$ cat src/hw/afe_map.svh
// Register offsets, field positions, reset values and timing counts of the front end
//
// Behaviour
// Two configuration words live in non-volatile storage at addresses 12 hex and 16 hex; the code clears both words to 0000 hex on every supervisor reset.
// Both configuration words share one bit layout, so one decoder serves the selected word.
// Bits 2..0 of the selected word give the first stage gain code, bits 5..3 the second.
// First stage codes 0 to 7 give gains 6, 12, 20, 30, 40, 60, 80 and 120.
// Second stage codes 0 to 7 give gains 1.1 to 1.8 in steps of 0.1.
// Bit 6 of the selected word keeps the sensor gain positive at 0 and inverts it at 1.
// Polarity inversion is done by inverting the chopper clock, not by swapping inputs.
// The device has exactly two modes, normal measurement mode and command mode.
// In normal mode a request wakes the device, it measures, then sleeps again by itself.
// The control sequences external, temperature and offset measurements and steers the mux.
// A full measurement request runs every measurement type on every input in one sequence; the code runs each kind once, zero kinds on the shorted input.
// The converter resolution is programmable from 12 to 18 bits.
// Offset and auto-zero measurements are made so the system offset can be removed.
// The logic is initialised by the reset from the supply supervision circuit.
// Each configuration word is 16 bits and programming one takes up to 16 ms.
// Gain codes and polarity are latched at the start of a measurement and held to its end.
`ifndef AFE_MAP_SVH
`define AFE_MAP_SVH

// ---------------------------------------------------------------
// Storage map
// ---------------------------------------------------------------
`define CFG_ADDR_PRIMARY 8'h12
`define CFG_ADDR_SECONDARY 8'h16
`define CFG_WORD_RESET 16'h0000

// ---------------------------------------------------------------
// Configuration word fields
// ---------------------------------------------------------------
`define GAIN1_LSB 0
`define GAIN1_MSB 2
`define GAIN2_LSB 3
`define GAIN2_MSB 5
`define POLARITY_BIT 6
`define RES_LSB 9
`define RES_MSB 11
`define RES_MIN_BITS 5'h0c
`define RES_MAX_BITS 5'h12
`define GAIN2_BASE_TENTHS 5'h0b

// ---------------------------------------------------------------
// Timing
// ---------------------------------------------------------------
`define CLK_HZ 10000000
`define PROG_TIME_MS 16
`define PROG_CYCLES ((`PROG_TIME_MS * `CLK_HZ) / 1000)
`define WAKE_TIME_US 2000
`define WAKE_CYCLES ((`WAKE_TIME_US * `CLK_HZ) / 1000000)
`define CHOP_HALF_CYCLES 8'h05

`endif

$ cat src/hw/afe_pkg.sv
// Types shared by the front end control modules
package afe_pkg;

  // Storage access request from the interface logic
  typedef struct packed {
    logic wr;
    logic rd;
    logic [7:0] addr;
    logic [15:0] wdata;
  } cfg_req_t;

  // Decoded front end setup
  typedef struct packed {
    logic [2:0] gain1_code;
    logic [2:0] gain2_code;
    logic invert;
    logic [7:0] gain1;
    logic [4:0] gain2_tenths;
    logic [4:0] adc_bits;
  } afe_setup_t;

  typedef enum logic {MODE_NORMAL, MODE_COMMAND} op_mode_t;

  typedef enum logic [1:0] {KIND_ZERO_EXT, KIND_EXT, KIND_ZERO_TEMP, KIND_TEMP} meas_kind_t;

  typedef enum logic [1:0] {MUX_EXT, MUX_TEMP, MUX_SHORT} mux_sel_t;

  typedef enum logic [2:0] {ST_SLEEP, ST_WAKE, ST_IDLE, ST_START, ST_CONV} seq_state_t;

  // Storage module state
  typedef struct packed {
    logic [1:0][15:0] word;
    logic busy;
    logic pend_idx;
    logic [15:0] pend_data;
    logic [17:0] cnt;
    logic [15:0] rdata;
  } store_state_t;

  // Sequencer state
  typedef struct packed {
    op_mode_t mode;
    seq_state_t st;
    meas_kind_t kind;
    logic full;
    logic sel;
    logic [23:0] wake_cnt;
    logic [2:0] sync;
    logic done_lvl;
    logic conv_start;
    logic meas_end;
    afe_setup_t setup;
    logic [7:0] chop_cnt;
    logic chop_phase;
    logic chop_out;
  } ctrl_state_t;

endpackage

$ cat src/hw/nvm_word_store.sv
// Two configuration words with programming delay and read port
`timescale 1ns/1ps
`default_nettype none
`include "afe_map.svh"

module nvm_word_store #(
  parameter int PROG_CYCLES = `PROG_CYCLES
) (
  input wire logic mclk,              // System clock
  input wire logic rstn,              // Supervisor reset, active low
  input wire afe_pkg::cfg_req_t req,  // Access request
  output logic [15:0] rdata,          // Read data, one cycle after rd
  output logic busy,                  // Programming in progress
  output logic [1:0][15:0] words      // Stored words, index 0 primary
);

  afe_pkg::store_state_t s_reg, s_next;

  // Address to word index; bit 1 flags a hit
  function automatic logic [1:0] word_index(input logic [7:0] a);
    if (a == `CFG_ADDR_PRIMARY) begin
      word_index = 2'b10;
    end else if (a == `CFG_ADDR_SECONDARY) begin
      word_index = 2'b11;
    end else begin
      word_index = 2'b00;
    end
  endfunction

  // Programming: word lands only when the timer runs out
  always_comb begin
    logic [1:0] wi;
    logic [1:0] ri;
    wi = word_index(req.addr);
    ri = word_index(req.addr);
    s_next = s_reg;
    if (s_reg.busy) begin
      if (s_reg.cnt == 18'h00001) begin
        s_next.word[s_reg.pend_idx] = s_reg.pend_data;
        s_next.busy = 1'b0;
      end else begin
        s_next.cnt = s_reg.cnt - 18'h00001;
      end
    end else if (req.wr && wi[1]) begin
      // Writes during programming are dropped; storage takes one at a time
      s_next.busy = 1'b1;
      s_next.pend_idx = wi[0];
      s_next.pend_data = req.wdata;
      s_next.cnt = 18'(PROG_CYCLES);
    end
    if (req.rd) begin
      s_next.rdata = ri[1] ? s_reg.word[ri[0]] : 16'h0000;
    end
  end

  // State register
  always_ff @(posedge mclk or negedge rstn) begin
    if (!rstn) begin
      s_reg <= '{word: {`CFG_WORD_RESET, `CFG_WORD_RESET}, busy: 1'b0, pend_idx: 1'b0,
                 pend_data: 16'h0000, cnt: 18'h00000, rdata: 16'h0000};
    end else begin
      s_reg <= s_next;
    end
  end

  assign rdata = s_reg.rdata;
  assign busy = s_reg.busy;
  assign words = s_reg.word;

endmodule
`default_nettype wire

$ cat src/hw/cfg_field_decode.sv
// Field decoder for one configuration word
`timescale 1ns/1ps
`default_nettype none
`include "afe_map.svh"

module cfg_field_decode (
  input wire logic [15:0] word,      // Selected configuration word
  output afe_pkg::afe_setup_t setup  // Decoded gains, polarity, resolution
);

  // First stage gain lookup
  function automatic logic [7:0] stage1_gain(input logic [2:0] c);
    case (c)
      3'h0: stage1_gain = 8'h06;
      3'h1: stage1_gain = 8'h0c;
      3'h2: stage1_gain = 8'h14;
      3'h3: stage1_gain = 8'h1e;
      3'h4: stage1_gain = 8'h28;
      3'h5: stage1_gain = 8'h3c;
      3'h6: stage1_gain = 8'h50;
      default: stage1_gain = 8'h78;
    endcase
  endfunction

  // Field split, same layout for either word
  always_comb begin
    logic [4:0] bits;
    bits = `RES_MIN_BITS + {2'h0, word[`RES_MSB:`RES_LSB]};
    setup.gain1_code = word[`GAIN1_MSB:`GAIN1_LSB];
    setup.gain2_code = word[`GAIN2_MSB:`GAIN2_LSB];
    setup.invert = word[`POLARITY_BIT];
    setup.gain1 = stage1_gain(word[`GAIN1_MSB:`GAIN1_LSB]);
    setup.gain2_tenths = `GAIN2_BASE_TENTHS + {2'h0, word[`GAIN2_MSB:`GAIN2_LSB]};
    // Codes past 18 bits clamp rather than wrap
    setup.adc_bits = (bits > `RES_MAX_BITS) ? `RES_MAX_BITS : bits;
  end

endmodule
`default_nettype wire

$ cat src/hw/afe_gain_config_control.sv
// Front end control: modes, measurement sequence, gain latch and chopper clock
`timescale 1ns/1ps
`default_nettype none
`include "afe_map.svh"

module afe_gain_config_control #(
  parameter int PROG_CYCLES = `PROG_CYCLES,
  parameter int WAKE_CYCLES = `WAKE_CYCLES
) (
  input wire logic mclk,                  // System clock, 10 MHz
  input wire logic rstn,                  // Supervisor reset, active low
  input wire afe_pkg::cfg_req_t cfg_req,  // Configuration storage access
  output logic [15:0] cfg_rdata,          // Read data
  output logic cfg_busy,                  // Word programming in progress
  input wire logic cmd_enter,             // Pulse: go to command mode
  input wire logic cmd_exit,              // Pulse: back to normal mode
  input wire logic meas_req,              // Pulse: external measurement
  input wire logic full_meas_req,         // Pulse: full measurement
  input wire logic cfg_sel,               // 0 primary word, 1 secondary
  input wire logic conv_done,             // Converter done level, async
  output logic conv_start,                // One-cycle conversion start
  output afe_pkg::mux_sel_t mux_sel,      // Input multiplexer select
  output afe_pkg::meas_kind_t meas_kind,  // Current measurement type
  output afe_pkg::afe_setup_t setup,      // Latched amplifier setup
  output logic chop_clk,                  // Chopper clock to amplifier
  output logic sleep_state,               // Low power state
  output logic meas_busy,                 // Measurement in progress
  output logic meas_end,                  // One-cycle end of measurement
  output afe_pkg::op_mode_t op_mode       // Current operating mode
);

  // ---------------------------------------------------------------
  // Configuration storage and decode
  // ---------------------------------------------------------------
  logic [1:0][15:0] words;
  logic dec_sel;
  afe_pkg::afe_setup_t live_setup;

  nvm_word_store #(
    .PROG_CYCLES(PROG_CYCLES)
  ) u_store (
    .mclk(mclk),
    .rstn(rstn),
    .req(cfg_req),
    .rdata(cfg_rdata),
    .busy(cfg_busy),
    .words(words)
  );

  // One decoder, fed with whichever word is selected
  cfg_field_decode u_decode (
    .word(words[dec_sel]),
    .setup(live_setup)
  );

  // ---------------------------------------------------------------
  // Sequencer state
  // ---------------------------------------------------------------
  afe_pkg::ctrl_state_t c_reg, c_next;

  // While waking, decode the word chosen at request time, not the live select
  assign dec_sel = (c_reg.st == afe_pkg::ST_WAKE) ? c_reg.sel : cfg_sel;

  // Last kind of a run: full runs end on temperature, single on external
  function automatic logic last_kind(input afe_pkg::meas_kind_t k, input logic full);
    last_kind = full ? (k == afe_pkg::KIND_TEMP) : (k == afe_pkg::KIND_EXT);
  endfunction

  // Multiplexer setting for a measurement kind
  function automatic afe_pkg::mux_sel_t kind_mux(input afe_pkg::meas_kind_t k);
    case (k)
      afe_pkg::KIND_EXT: kind_mux = afe_pkg::MUX_EXT;
      afe_pkg::KIND_TEMP: kind_mux = afe_pkg::MUX_TEMP;
      default: kind_mux = afe_pkg::MUX_SHORT;
    endcase
  endfunction

  // Next state
  always_comb begin
    logic done_rise;
    logic any_req;
    logic chop_wrap;
    logic chop_ph;
    c_next = c_reg;
    done_rise = 1'b0;
    any_req = meas_req | full_meas_req;
    chop_wrap = 1'b0;
    chop_ph = c_reg.chop_phase;
    c_next.conv_start = 1'b0;
    c_next.meas_end = 1'b0;

    // Done input: three stages, a change counts once the last two agree
    c_next.sync = {c_reg.sync[1:0], conv_done};
    if (c_reg.sync[1] == c_reg.sync[2]) begin
      c_next.done_lvl = c_reg.sync[2];
      done_rise = c_reg.sync[2] & ~c_reg.done_lvl;
    end

    case (c_reg.st)
      // Low power; a request or command entry wakes the front end
      afe_pkg::ST_SLEEP: begin
        if (cmd_enter) begin
          c_next.mode = afe_pkg::MODE_COMMAND;
          c_next.st = afe_pkg::ST_WAKE;
          c_next.wake_cnt = 24'(WAKE_CYCLES);
        end else if (any_req) begin
          c_next.st = afe_pkg::ST_WAKE;
          c_next.wake_cnt = 24'(WAKE_CYCLES);
          c_next.full = full_meas_req;
          c_next.sel = cfg_sel;
        end
      end
      // Analog settling after wake; a normal mode request starts on expiry
      afe_pkg::ST_WAKE: begin
        if (c_reg.wake_cnt <= 24'h000001) begin
          if (c_reg.mode == afe_pkg::MODE_COMMAND) begin
            c_next.st = afe_pkg::ST_IDLE;
          end else begin
            c_next.st = afe_pkg::ST_START;
            c_next.kind = afe_pkg::KIND_ZERO_EXT;
            c_next.setup = live_setup;
          end
        end else begin
          c_next.wake_cnt = c_reg.wake_cnt - 24'h000001;
        end
      end
      // Command mode waits awake for commands
      afe_pkg::ST_IDLE: begin
        if (cmd_exit) begin
          c_next.mode = afe_pkg::MODE_NORMAL;
          c_next.st = afe_pkg::ST_SLEEP;
        end else if (any_req) begin
          c_next.st = afe_pkg::ST_START;
          c_next.kind = afe_pkg::KIND_ZERO_EXT;
          c_next.full = full_meas_req;
          c_next.sel = cfg_sel;
          c_next.setup = live_setup;
        end
      end
      // Kick one conversion
      afe_pkg::ST_START: begin
        c_next.conv_start = 1'b1;
        c_next.st = afe_pkg::ST_CONV;
      end
      // Wait for the converter, then step to the next kind or finish
      afe_pkg::ST_CONV: begin
        if (done_rise) begin
          if (last_kind(c_reg.kind, c_reg.full)) begin
            c_next.meas_end = 1'b1;
            // Normal mode sleeps with no further action
            c_next.st = (c_reg.mode == afe_pkg::MODE_COMMAND) ?
                        afe_pkg::ST_IDLE : afe_pkg::ST_SLEEP;
          end else begin
            c_next.kind = afe_pkg::meas_kind_t'(c_reg.kind + 2'h1);
            c_next.st = afe_pkg::ST_START;
          end
        end
      end
      default: begin
        c_next.st = afe_pkg::ST_SLEEP;
      end
    endcase

    // Chopper divider; stopped and low while asleep to save power
    if (c_reg.st == afe_pkg::ST_SLEEP) begin
      c_next.chop_cnt = 8'h00;
      c_next.chop_phase = 1'b0;
      c_next.chop_out = 1'b0;
    end else begin
      chop_wrap = (c_reg.chop_cnt == `CHOP_HALF_CYCLES - 8'h01);
      c_next.chop_cnt = chop_wrap ? 8'h00 : c_reg.chop_cnt + 8'h01;
      chop_ph = chop_wrap ? ~c_reg.chop_phase : c_reg.chop_phase;
      c_next.chop_phase = chop_ph;
      // Inverting the chopper swaps sign without touching the input paths
      c_next.chop_out = chop_ph ^ (c_next.setup.invert &&
                                   c_next.kind == afe_pkg::KIND_EXT &&
                                   c_next.st != afe_pkg::ST_IDLE);
    end
  end

  // ---------------------------------------------------------------
  // State register
  // ---------------------------------------------------------------
  // Supervisor reset puts everything asleep in normal mode
  always_ff @(posedge mclk or negedge rstn) begin
    if (!rstn) begin
      c_reg <= '0;
    end else begin
      c_reg <= c_next;
    end
  end

  // ---------------------------------------------------------------
  // Outputs
  // ---------------------------------------------------------------
  assign conv_start = c_reg.conv_start;
  assign mux_sel = kind_mux(c_reg.kind);
  assign meas_kind = c_reg.kind;
  assign setup = c_reg.setup;
  assign chop_clk = c_reg.chop_out;
  assign sleep_state = (c_reg.st == afe_pkg::ST_SLEEP);
  assign meas_busy = (c_reg.st == afe_pkg::ST_START) || (c_reg.st == afe_pkg::ST_CONV) ||
                     (c_reg.st == afe_pkg::ST_WAKE && c_reg.mode == afe_pkg::MODE_NORMAL);
  assign meas_end = c_reg.meas_end;
  assign op_mode = c_reg.mode;

endmodule
`default_nettype wire

$ cat config.mk
export PLATFORM = sky130hd
export DESIGN_NAME = afe_gain_config_control
export DESIGN_NICKNAME = d
export VERILOG_FILES = /design/src/hw/afe_pkg.sv /design/src/hw/nvm_word_store.sv /design/src/hw/cfg_field_decode.sv /design/src/hw/afe_gain_config_control.sv
export VERILOG_INCLUDE_DIRS = /design/src /design/src/hw
export SDC_FILE = /design/constraint.sdc
export NUM_CORES = 1
export LEC_CHECK = 0
export BUFFER_PORTS_ARGS = -buffer_cell sky130_fd_sc_hd__buf_4
export CAP_MARGIN = 25
export CORE_MARGIN = 4
export CORE_UTILIZATION = 55
export CTS_BUF_LIST = sky130_fd_sc_hd__clkbuf_16
export DETAILED_ROUTE_END_ITERATION = 7
export GPL_TIMING_DRIVEN = 0
export PLACE_DENSITY = 0.76
export SLEW_MARGIN = 20
export SYNTH_ARGS = -nofsm -noshare
export SYNTH_HDL_FRONTEND = slang
export SYNTH_SLANG_ARGS = --single-unit
export TNS_END_PERCENT = 5
$ cat constraint.sdc
create_clock -name mclk -period 3.55 [get_ports mclk]
set_clock_uncertainty 0.05 [all_clocks]
set_input_delay 0.5325 -clock mclk [delete_from_list [all_inputs] [get_ports mclk]]
set_output_delay 0.5325 -clock mclk [all_outputs]
set_load 0.03 [all_outputs]
==> summary.md, run 1 <==
| Metric | Value |
|---|---|
| PwrDens | `478 mW/mm²` |
| Synth Area per Inst | `10.9 µm²` |
| DP HPWL | `10.3 mm` |
| Die width | `123 µm` |
| Gr ovfl total | `0` |
| EDFF count, synth | `0` |
| RD Place Congestion | `0.842` |
| Required time of the critical path | `3.81 ns` |
| Via-to-Cell Ratio | `5.43` |
| Final cell count without fillers | `948` |
| Reg clk slew, reported paths | `0.06 ns` |
| TNS Setup | `0 ns` |
| Htree depth | `4` |
| Instance count of the mapped netlist | `661` |
| Root buf cell | `clkbuf_16` |
| Antenna-violating nets left | `0` |
| Vias in the first global route | `5073` |
| Leak | `0.00422 µW` |
| Largest net degree at the start of global routing | `92` |
| Netlist Area Pre-Place | `0.00723 mm²` |
| Top FF cell, synth | `dfrtp_1` |
| Area leader, netlist | `dfrtp_1` |
| CTS buffer count | `17` |
| Routed via count | `5143` |
| CTS tree | `yes` |
| Routed length per instance | `15.5 µm` |
| Share of cells above drive strength 1 | `0.290` |
| DRT Pass-1 Iters | `4` |
| Seq cells post-synth | `154` |
| Worst-Skew Late Latency | `0.42 ns` |
| Placed cell area | `0.00809 mm²` |
| Crit path time final | `3.27 ns` |
| Final Hold Fails | `0` |
| Global-route wire length before repair | `24.8 mm` |
| Worst hold path class | `in2async` |
| Share of synthesized registers carrying an async set or reset | `1.00` |
| Max IR drop VDD | `0.385 mV` |
| Achievable Freq | `0.305 GHz` |
| Status | `finished, final reports clean` |
| Seq/Total Area, Yosys | `0.533` |
| Die H | `123 µm` |
| I/O Pins | `86` |
| CTS-repair resized insts | `0` |
| Area Growth Syn to Fin | `20.4%` |
| Port buffer count | `81` |
| Number of diodes | `0` |
| Initial antenna violation count | `0` |
| # rows | `41` |
| Slew @ Worst Pin | `0.820 ns` |
| Nets | `805` |
| Clock network fraction of total power | `0.448` |
| # DRC | `0` |
| Sequential share of power | `0.470` |
| P_int | `3170 µW` |
| Critical Path Sink Type | `register` |
| RSZ-0062 raised after global routing | `false` |
| Starting density of the core | `0.568` |
| DRT Wirelength | `14.7 mm` |
| Synth Warn # | `0` |
| Fin crit share | `0.922` |
| Placed cell count | `916` |
| Core area | `0.0127 mm²` |
| Iter 0 DRT Violations | `385` |
| Area contributors post-synth | `dfrtp_1 53%, mux2_2 8.6%, buf_4 4.5%` |
| Crit Path Category | `reg2reg` |
| Sw Ratio | `0.238` |
| Fin area | `0.00870 mm²` |
| Slew HR | `0.452` |
| Unique masters post-synth | `59` |
| Startpoint types | `register` |
| Endpoints failing setup | `0` |
| Hold slack | `0.0591 ns` |
| Max Cap Viol | `0` |
| Crit path max fanout | `10` |
| Crit path arrival time | `3.53 ns` |
| Max clock buf depth | `2` |
| Comb power frac | `0.081` |
| Sink Count | `154` |
| Hold buffers post-CTS | `0` |
| Max-slew violation count | `0` |
| Sw power | `987 µW` |
| Die area | `0.0150 mm²` |
| Setup Fix Bufs, Post-CTS | `0` |
| Max FFs per register | `40` |
| Synth top area share | `0.533` |
| GRT Util Overall | `0.209` |
## stage by stage
stage               setup slack, ns  total power [µW]  utilization
floorplan                     0.784              2180            -
global placement              0.308              2290        0.633
detailed placement            0.290              2320        0.636
CTS                           0.246              4190        0.684
global route                 0.0152              4320        0.684
finish                        0.276              4160        0.684
## synth_stat cells, types with 2 or more instances
master    instances
o31ai_1           2
o21ai_0          22
or4b_2            2
inv_1            35
xor2_1           17
nand2_1          39
buf_4            43
a21oi_1          25
mux2i_1          29
ha_1              8
dfrtp_1         154
or3_1            10
xnor2_1          16
nand4_1           4
nor2_1           56
nor3_1           13
nor4b_1           2
and2_1            8
nor3b_1           2
a31oi_1           6
mux2_2           55
o22ai_1          17
and3_1            8
o211ai_1          2
nor2b_1           3
clkbuf_1         13
buf_2             5
nand2b_1          3
o21a_1            4
nor4_1            8
nand3_1          19
or4_1             2
or2_2             3
## power groups by stage
stage	logic [µW]	clock network (µW)	registers, µW
after floorplan	217	0	1960
after global placement	315	0	1980
after detailed placement	336	0	1980
after CTS	342	1890	1950
after global routing	387	1970	1970
final	338	1860	1960
## path summary, 6_finish.rpt
path | from | endpoint | slack, ns | cells after the start
setup reg to reg | c_reg[69]$_DFF_PN0_ | setup[7]$_DFFE_PN0P_ | 0.28 | 9
min in group mclk | conv_done | c_next[39]$_DFF_PN0_ | 0.17 | 1
hold reg to reg | c_next[39]$_DFF_PN0_ | c_next[40]$_DFF_PN0_ | 0.31 | 0
max in group asynchronous | rstn | u_store.words[0]$_DFFE_PN0P_ | 2.64 | 2
hold / removal | rstn | conv_start$_DFF_PN0_ | 0.06 | 1
setup / recovery | c_reg[69]$_DFF_PN0_ | setup[7]$_DFFE_PN0P_ | 0.28 | 9
## cells by family (layout without fill, tap and decap cells)
kind of cell               Yosys count  after routing  synth area share
AOI/OAI and AO/OA                   90             90            0.0756
xor gates and xnor gates            33             33            0.0400
adders and majority gates            9              9            0.0152
buffers and inverters               97            211            0.0736
DFF                                154            154             0.533
muxes                               86             86             0.129
other                                1              2          0.000519
and+or+nand+nor                    191            191             0.133
## cell usage in the layout, fill, tap and decap left out, types with 10 or more instances in the layout
cell type,Yosys,final
dfrtp_1,154,154
buf_4,43,123
nor2_1,56,56
mux2_2,55,55
nand2_1,39,39
inv_1,35,37
mux2i_1,29,29
a21oi_1,25,25
o21ai_0,22,22
nand3_1,19,19
xor2_1,17,17
o22ai_1,17,17
clkbuf_16,0,17
xnor2_1,16,16
clkbuf_1,13,13
nor3_1,13,13
or3_1,10,10
## layout make-up
class                      count  area [µm²]
buffer                        62         400
clock buffer                  17         425
clock inverter                15         184
fill                         953        4020
inverter                      35         131
multi-input combinational    411        2850
sequential                   154        3850
tap                          172         215
timing repair buffer          82         643
## worst max-delay path, cell delays in order (launching register included)
cell	delay (ns)
dfrtp_1	0.42
nor2b_1	0.21
nor2b_1	0.48
mux2i_1	0.49
buf_2	0.37
mux2i_1	0.37
ha_1	0.21
inv_1	0.04
ha_1	0.25
mux2_2	0.26
## layer usage
metal,share of wire,GRT usage,wire (µm),vias up
met5,0,0,0,-
met4,0.016,0.0742,239,0
met3,0.045,0.0571,669,20
met2,0.49,0.334,7230,116
met1,0.45,0.277,6590,2550
li1,-,-,-,2457
Power figures use the tool's default switching activity.
==> run 2: changes to the inputs <==
--- a/config.mk
+++ b/config.mk
@@ -6,6 +6,7 @@
 export SDC_FILE = /design/constraint.sdc
 export NUM_CORES = 1
 export LEC_CHECK = 0
+export ABC_AREA = 1
 export BUFFER_PORTS_ARGS = -buffer_cell sky130_fd_sc_hd__buf_4
 export CAP_MARGIN = 25
 export CORE_MARGIN = 4
==> constraint.sdc (replaced) <==
create_clock -name mclk -period 3.2 [get_ports mclk]
set_clock_uncertainty 0.05 [all_clocks]
set_input_delay 0.48 -clock mclk [delete_from_list [all_inputs] [get_ports mclk]]
set_output_delay 0.48 -clock mclk [all_outputs]
set_load 0.03 [all_outputs]
==> run 2 against run 1 <==
Design area rose by 4.4%. Combinational power rose to 4.8 times the previous value. Utilization fell by 0.87 points. Sequential power rose by 30%. Global-route usage rose by 1.7 points. Die area rose by 5.5%. Clock-buffer cell count did not move. Critical endpoint unchanged. Largest cell class unchanged.
==> summary.md, run 2 <==
| Metric | Value |
|---|---|
| Status | `finished, final reports clean` |
| Via-to-Cell Ratio | `5.22 (-3.8%)` |
| Critical Path Max Stage Delay | `0.43 ns (-0.06 ns)` |
| Comb power frac | `0.270 (+0.189)` |
| Bufs and invs on worst path | `5 (+3)` |
| Vias in the first global route | `6204 (+22%)` |
| Sw power | `2170 µW (+120%)` |
| Die H | `126 µm (+2.7%)` |
| P_int | `3850 µW (+21%)` |
| Initial antenna violation count | `0 (unchanged)` |
| RSZ-0062 raised after global routing | `false` |
| Crit path max fanout | `10 (unchanged)` |
| Hold slack | `0.110 ns (+0.0508 ns)` |
| Most common cell after layout, fill and taps aside | `nand2_1` |
| Reg clk slew, reported paths | `0.06 ns (about the same)` |
| Sw Ratio | `0.361 (+0.124)` |
| Top delay family on crit path | `compound AO/OA/AOI/OAI gates` |
| Crit path time final | `2.46 ns (-0.818 ns)` |
| Max clock buf depth | `2 (unchanged)` |
| Max Cap Viol | `0 (unchanged)` |
| Sink Count | `154 (unchanged)` |
| Fin crit share | `0.768 (-0.155)` |
| Clock network fraction of total power | `0.307 (-0.141)` |
| Die area | `0.0159 mm² (+5.5%)` |
| Nets | `1084 (+35%)` |
| Number of diodes | `0 (unchanged)` |
| Commonest cells after routing, fill and taps aside | `209 x nand2_1, 154 x dfrtp_1, 125 x buf_4, 117 x nor2_1, 113 x inv_1` |
| Netlist Area Pre-Place | `0.00766 mm² (+5.9%)` |
| Root buf cell | `clkbuf_16` |
| Area leader, netlist | `dfrtp_1` |
| Final Core Density | `0.675 (-0.00869)` |
| Top-count cell post-synth | `nand2_1` |
| TNS Setup | `0 ns (unchanged)` |
| Area Growth Syn to Fin | `18.6%` |
| Sequential share of power | `0.423 (-0.047)` |
| Top FF cell, synth | `dfrtp_1` |
| Routed length per instance | `14.1 µm (-9.4%)` |
| RD Place Congestion | `0.859 (+2.0%)` |
| Worst hold path class | `in2reg` |
| GRT Util Overall | `0.226 (+0.0168)` |
| Slew @ Worst Pin | `0.706 ns (-0.114 ns)` |
| Gr ovfl total | `0 (unchanged)` |
| Synth Warn # | `0 (unchanged)` |
| Share of synthesized registers carrying an async set or reset | `1.00 (unchanged)` |
| PwrDens | `663 mW/mm² (+39%)` |
| Required time of the critical path | `3.46 ns (-0.35 ns)` |
| Area contributors post-synth | `dfrtp_1 50%, nand2_1 10%, o21ai_0 6.3%` |
| DRT Wirelength | `17.3 mm (+18%)` |
| CTS-repair resized insts | `0 (unchanged)` |
| Largest net degree at the start of global routing | `93 (+1.1%)` |
| Max IR drop VDD | `0.419 mV (+8.9%)` |
| Startpoint types | `register` |
| Filler cells | `1131 (+19%)` |
| Synth Area per Inst | `8.16 µm² (-25%)` |
| Unique masters post-synth | `42 (-29%)` |
| Max FFs per register | `40 (unchanged)` |
| Instance count of the mapped netlist | `938 (+42%)` |
| Antenna-violating nets left | `0 (unchanged)` |
| Final Hold Fails | `0 (unchanged)` |
| Share of cells above drive strength 1 | `0.179 (-0.111)` |
| Post-synth top cells | `209 x nand2_1, 154 x dfrtp_1, 117 x nor2_1, 113 x inv_1, 97 x o21ai_0` |
| Achievable Freq | `0.407 GHz (+33%)` |
| # DRC | `0 (unchanged)` |
| EDFF count, synth | `0 (unchanged)` |
| Critical Path Sink Type | `register` |
| Cells along the critical path | `inv_2 > nand3_4 > o21ai_4 > inv_2 > buf_6 > o21ai_0 > inv_1 > ha_1 > inv_1 > ha_1 > nand2_1 > nand2_1` |
| # rows | `42 (+2.4%)` |
| Worst-Skew Late Latency | `0.42 ns (about the same)` |
| I/O Pins | `86 (unchanged)` |
| CTS buffer count | `17 (unchanged)` |
| Synth top area share | `0.503 (-0.0297)` |
| Leak | `0.00447 µW (+5.9%)` |
| Slew HR | `0.526 (+0.0735)` |
| Worst path slowest cell | `dfrtp_1` |
| Core area | `0.0135 mm² (+5.7%)` |
| Endpoints failing setup | `0 (unchanged)` |
| Starting density of the core | `0.569 (+0.000850)` |
| Seq/Total Area, Yosys | `0.503 (-0.0297)` |
| Die width | `126 µm (+2.7%)` |
| CTS tree | `yes` |
| Global-route wire length before repair | `29.2 mm (+18%)` |
| DP HPWL | `12.2 mm (+18%)` |
| Htree depth | `4 (unchanged)` |
| Port buffer count | `82 (+1.2%)` |
| Routed via count | `6426 (+25%)` |
| Seq cells post-synth | `154 (unchanged)` |
| Iter 0 DRT Violations | `548 (+42%)` |
| DRT Pass-1 Iters | `5 (+1)` |
| Crit path arrival time | `2.72 ns (-0.81 ns)` |
| Max-slew violation count | `0 (unchanged)` |
| Crit Path Category | `reg2reg` |
[run 2: cell count changes after synthesis, sizes merged, moves of 8 or more]
cell	previous run	this run
and2	8	0
nand3	19	38
inv	35	117
o22ai	17	2
nor2	57	128
o32ai	0	16
or3	10	0
mux2i	29	0
nand2	39	213
and3	8	0
mux2	57	0
xnor2	16	2
o21ai	23	106
[run 2: power by group through the flow]
| stage | logic (µW) | clock network [µW] | registers, µW |
|---|---|---|---|
| after CTS | 1630 | 1880 | 2540 |
| after global routing | 1850 | 1980 | 2590 |
| final | 1620 | 1850 | 2540 |
| after global placement | 1560 | 0 | 2560 |
| after floorplan | 1180 | 0 | 2520 |
| after detailed placement | 1620 | 0 | 2570 |
[run 2: cell families (layout without fill, tap and decap cells)]
logic type | after synthesis | in the layout | share of synthesized area
buffers and inverters | 184 | 300 | 0.114
other | 1 | 2 | 0.000490
AOI/OAI and AO/OA | 165 | 165 | 0.123
adders and majority gates | 8 | 8 | 0.0131
and+or+nand+nor | 410 | 410 | 0.227
DFF | 154 | 154 | 0.503
xor gates and xnor gates | 16 | 16 | 0.0183
[run 2: final timing paths]
kind,startpoint,to,slack (ns),cells past startpoint
worst min-delay path,conv_done,c_next[39]$_DFF_PN0_,0.11,1
worst max-delay path,c_reg[70]$_DFF_PN0_,setup[7]$_DFFE_PN0P_,0.74,12
max in group asynchronous,rstn,setup[13]$_DFFE_PN0P_,1.77,3
worst max register to register,c_reg[70]$_DFF_PN0_,setup[7]$_DFFE_PN0P_,0.74,12
worst min register to register,c_next[39]$_DFF_PN0_,c_next[40]$_DFF_PN0_,0.30,0
min in group asynchronous,rstn,c_reg[9]$_DFF_PN0_,0.52,2
[run 2: metal layers]
layer	vias to the layer above	global-route usage	wire length, µm
li1	3184	-	-
met4	0	0.0650	191
met1	3066	0.316	8160
met5	-	0	0
met2	160	0.354	8180
met3	16	0.0563	796
[run 2: area by class of cell]
| type | count | area [µm²] | area share |
|---|---|---|---|
| flip-flops and latches | 154 | 3850 | 0.424 |
| multi-input cells | 601 | 2930 | 0.323 |
| repair buffers | 84 | 661 | 0.0727 |
| inverters | 118 | 443 | 0.0488 |
| plain buffers | 66 | 433 | 0.0477 |
| clock buffers | 17 | 425 | 0.0468 |
| well taps | 176 | 220 | 0.0242 |
| clock inverters | 15 | 118 | 0.0129 |
[run 2: stage by stage]
step	cell area, µm²	setup slack (ns)	total power [µW]	instances
global placement	8500	0.817	4130	1197
detailed placement	8530	0.789	4190	1198
finish	9080	0.744	6020	1231
global route	9080	0.612	6420	1231
CTS	9080	0.764	6050	1231
floorplan	7660	1.12	3700	939
[run 2: timing repair]
| action | 4_1_cts | 5_1_grt |
|---|---|---|
| hold buffers | 1 | 0 |
| buffers inserted | 0 | 0 |
| hold endpoints to repair | 62 | 0 |
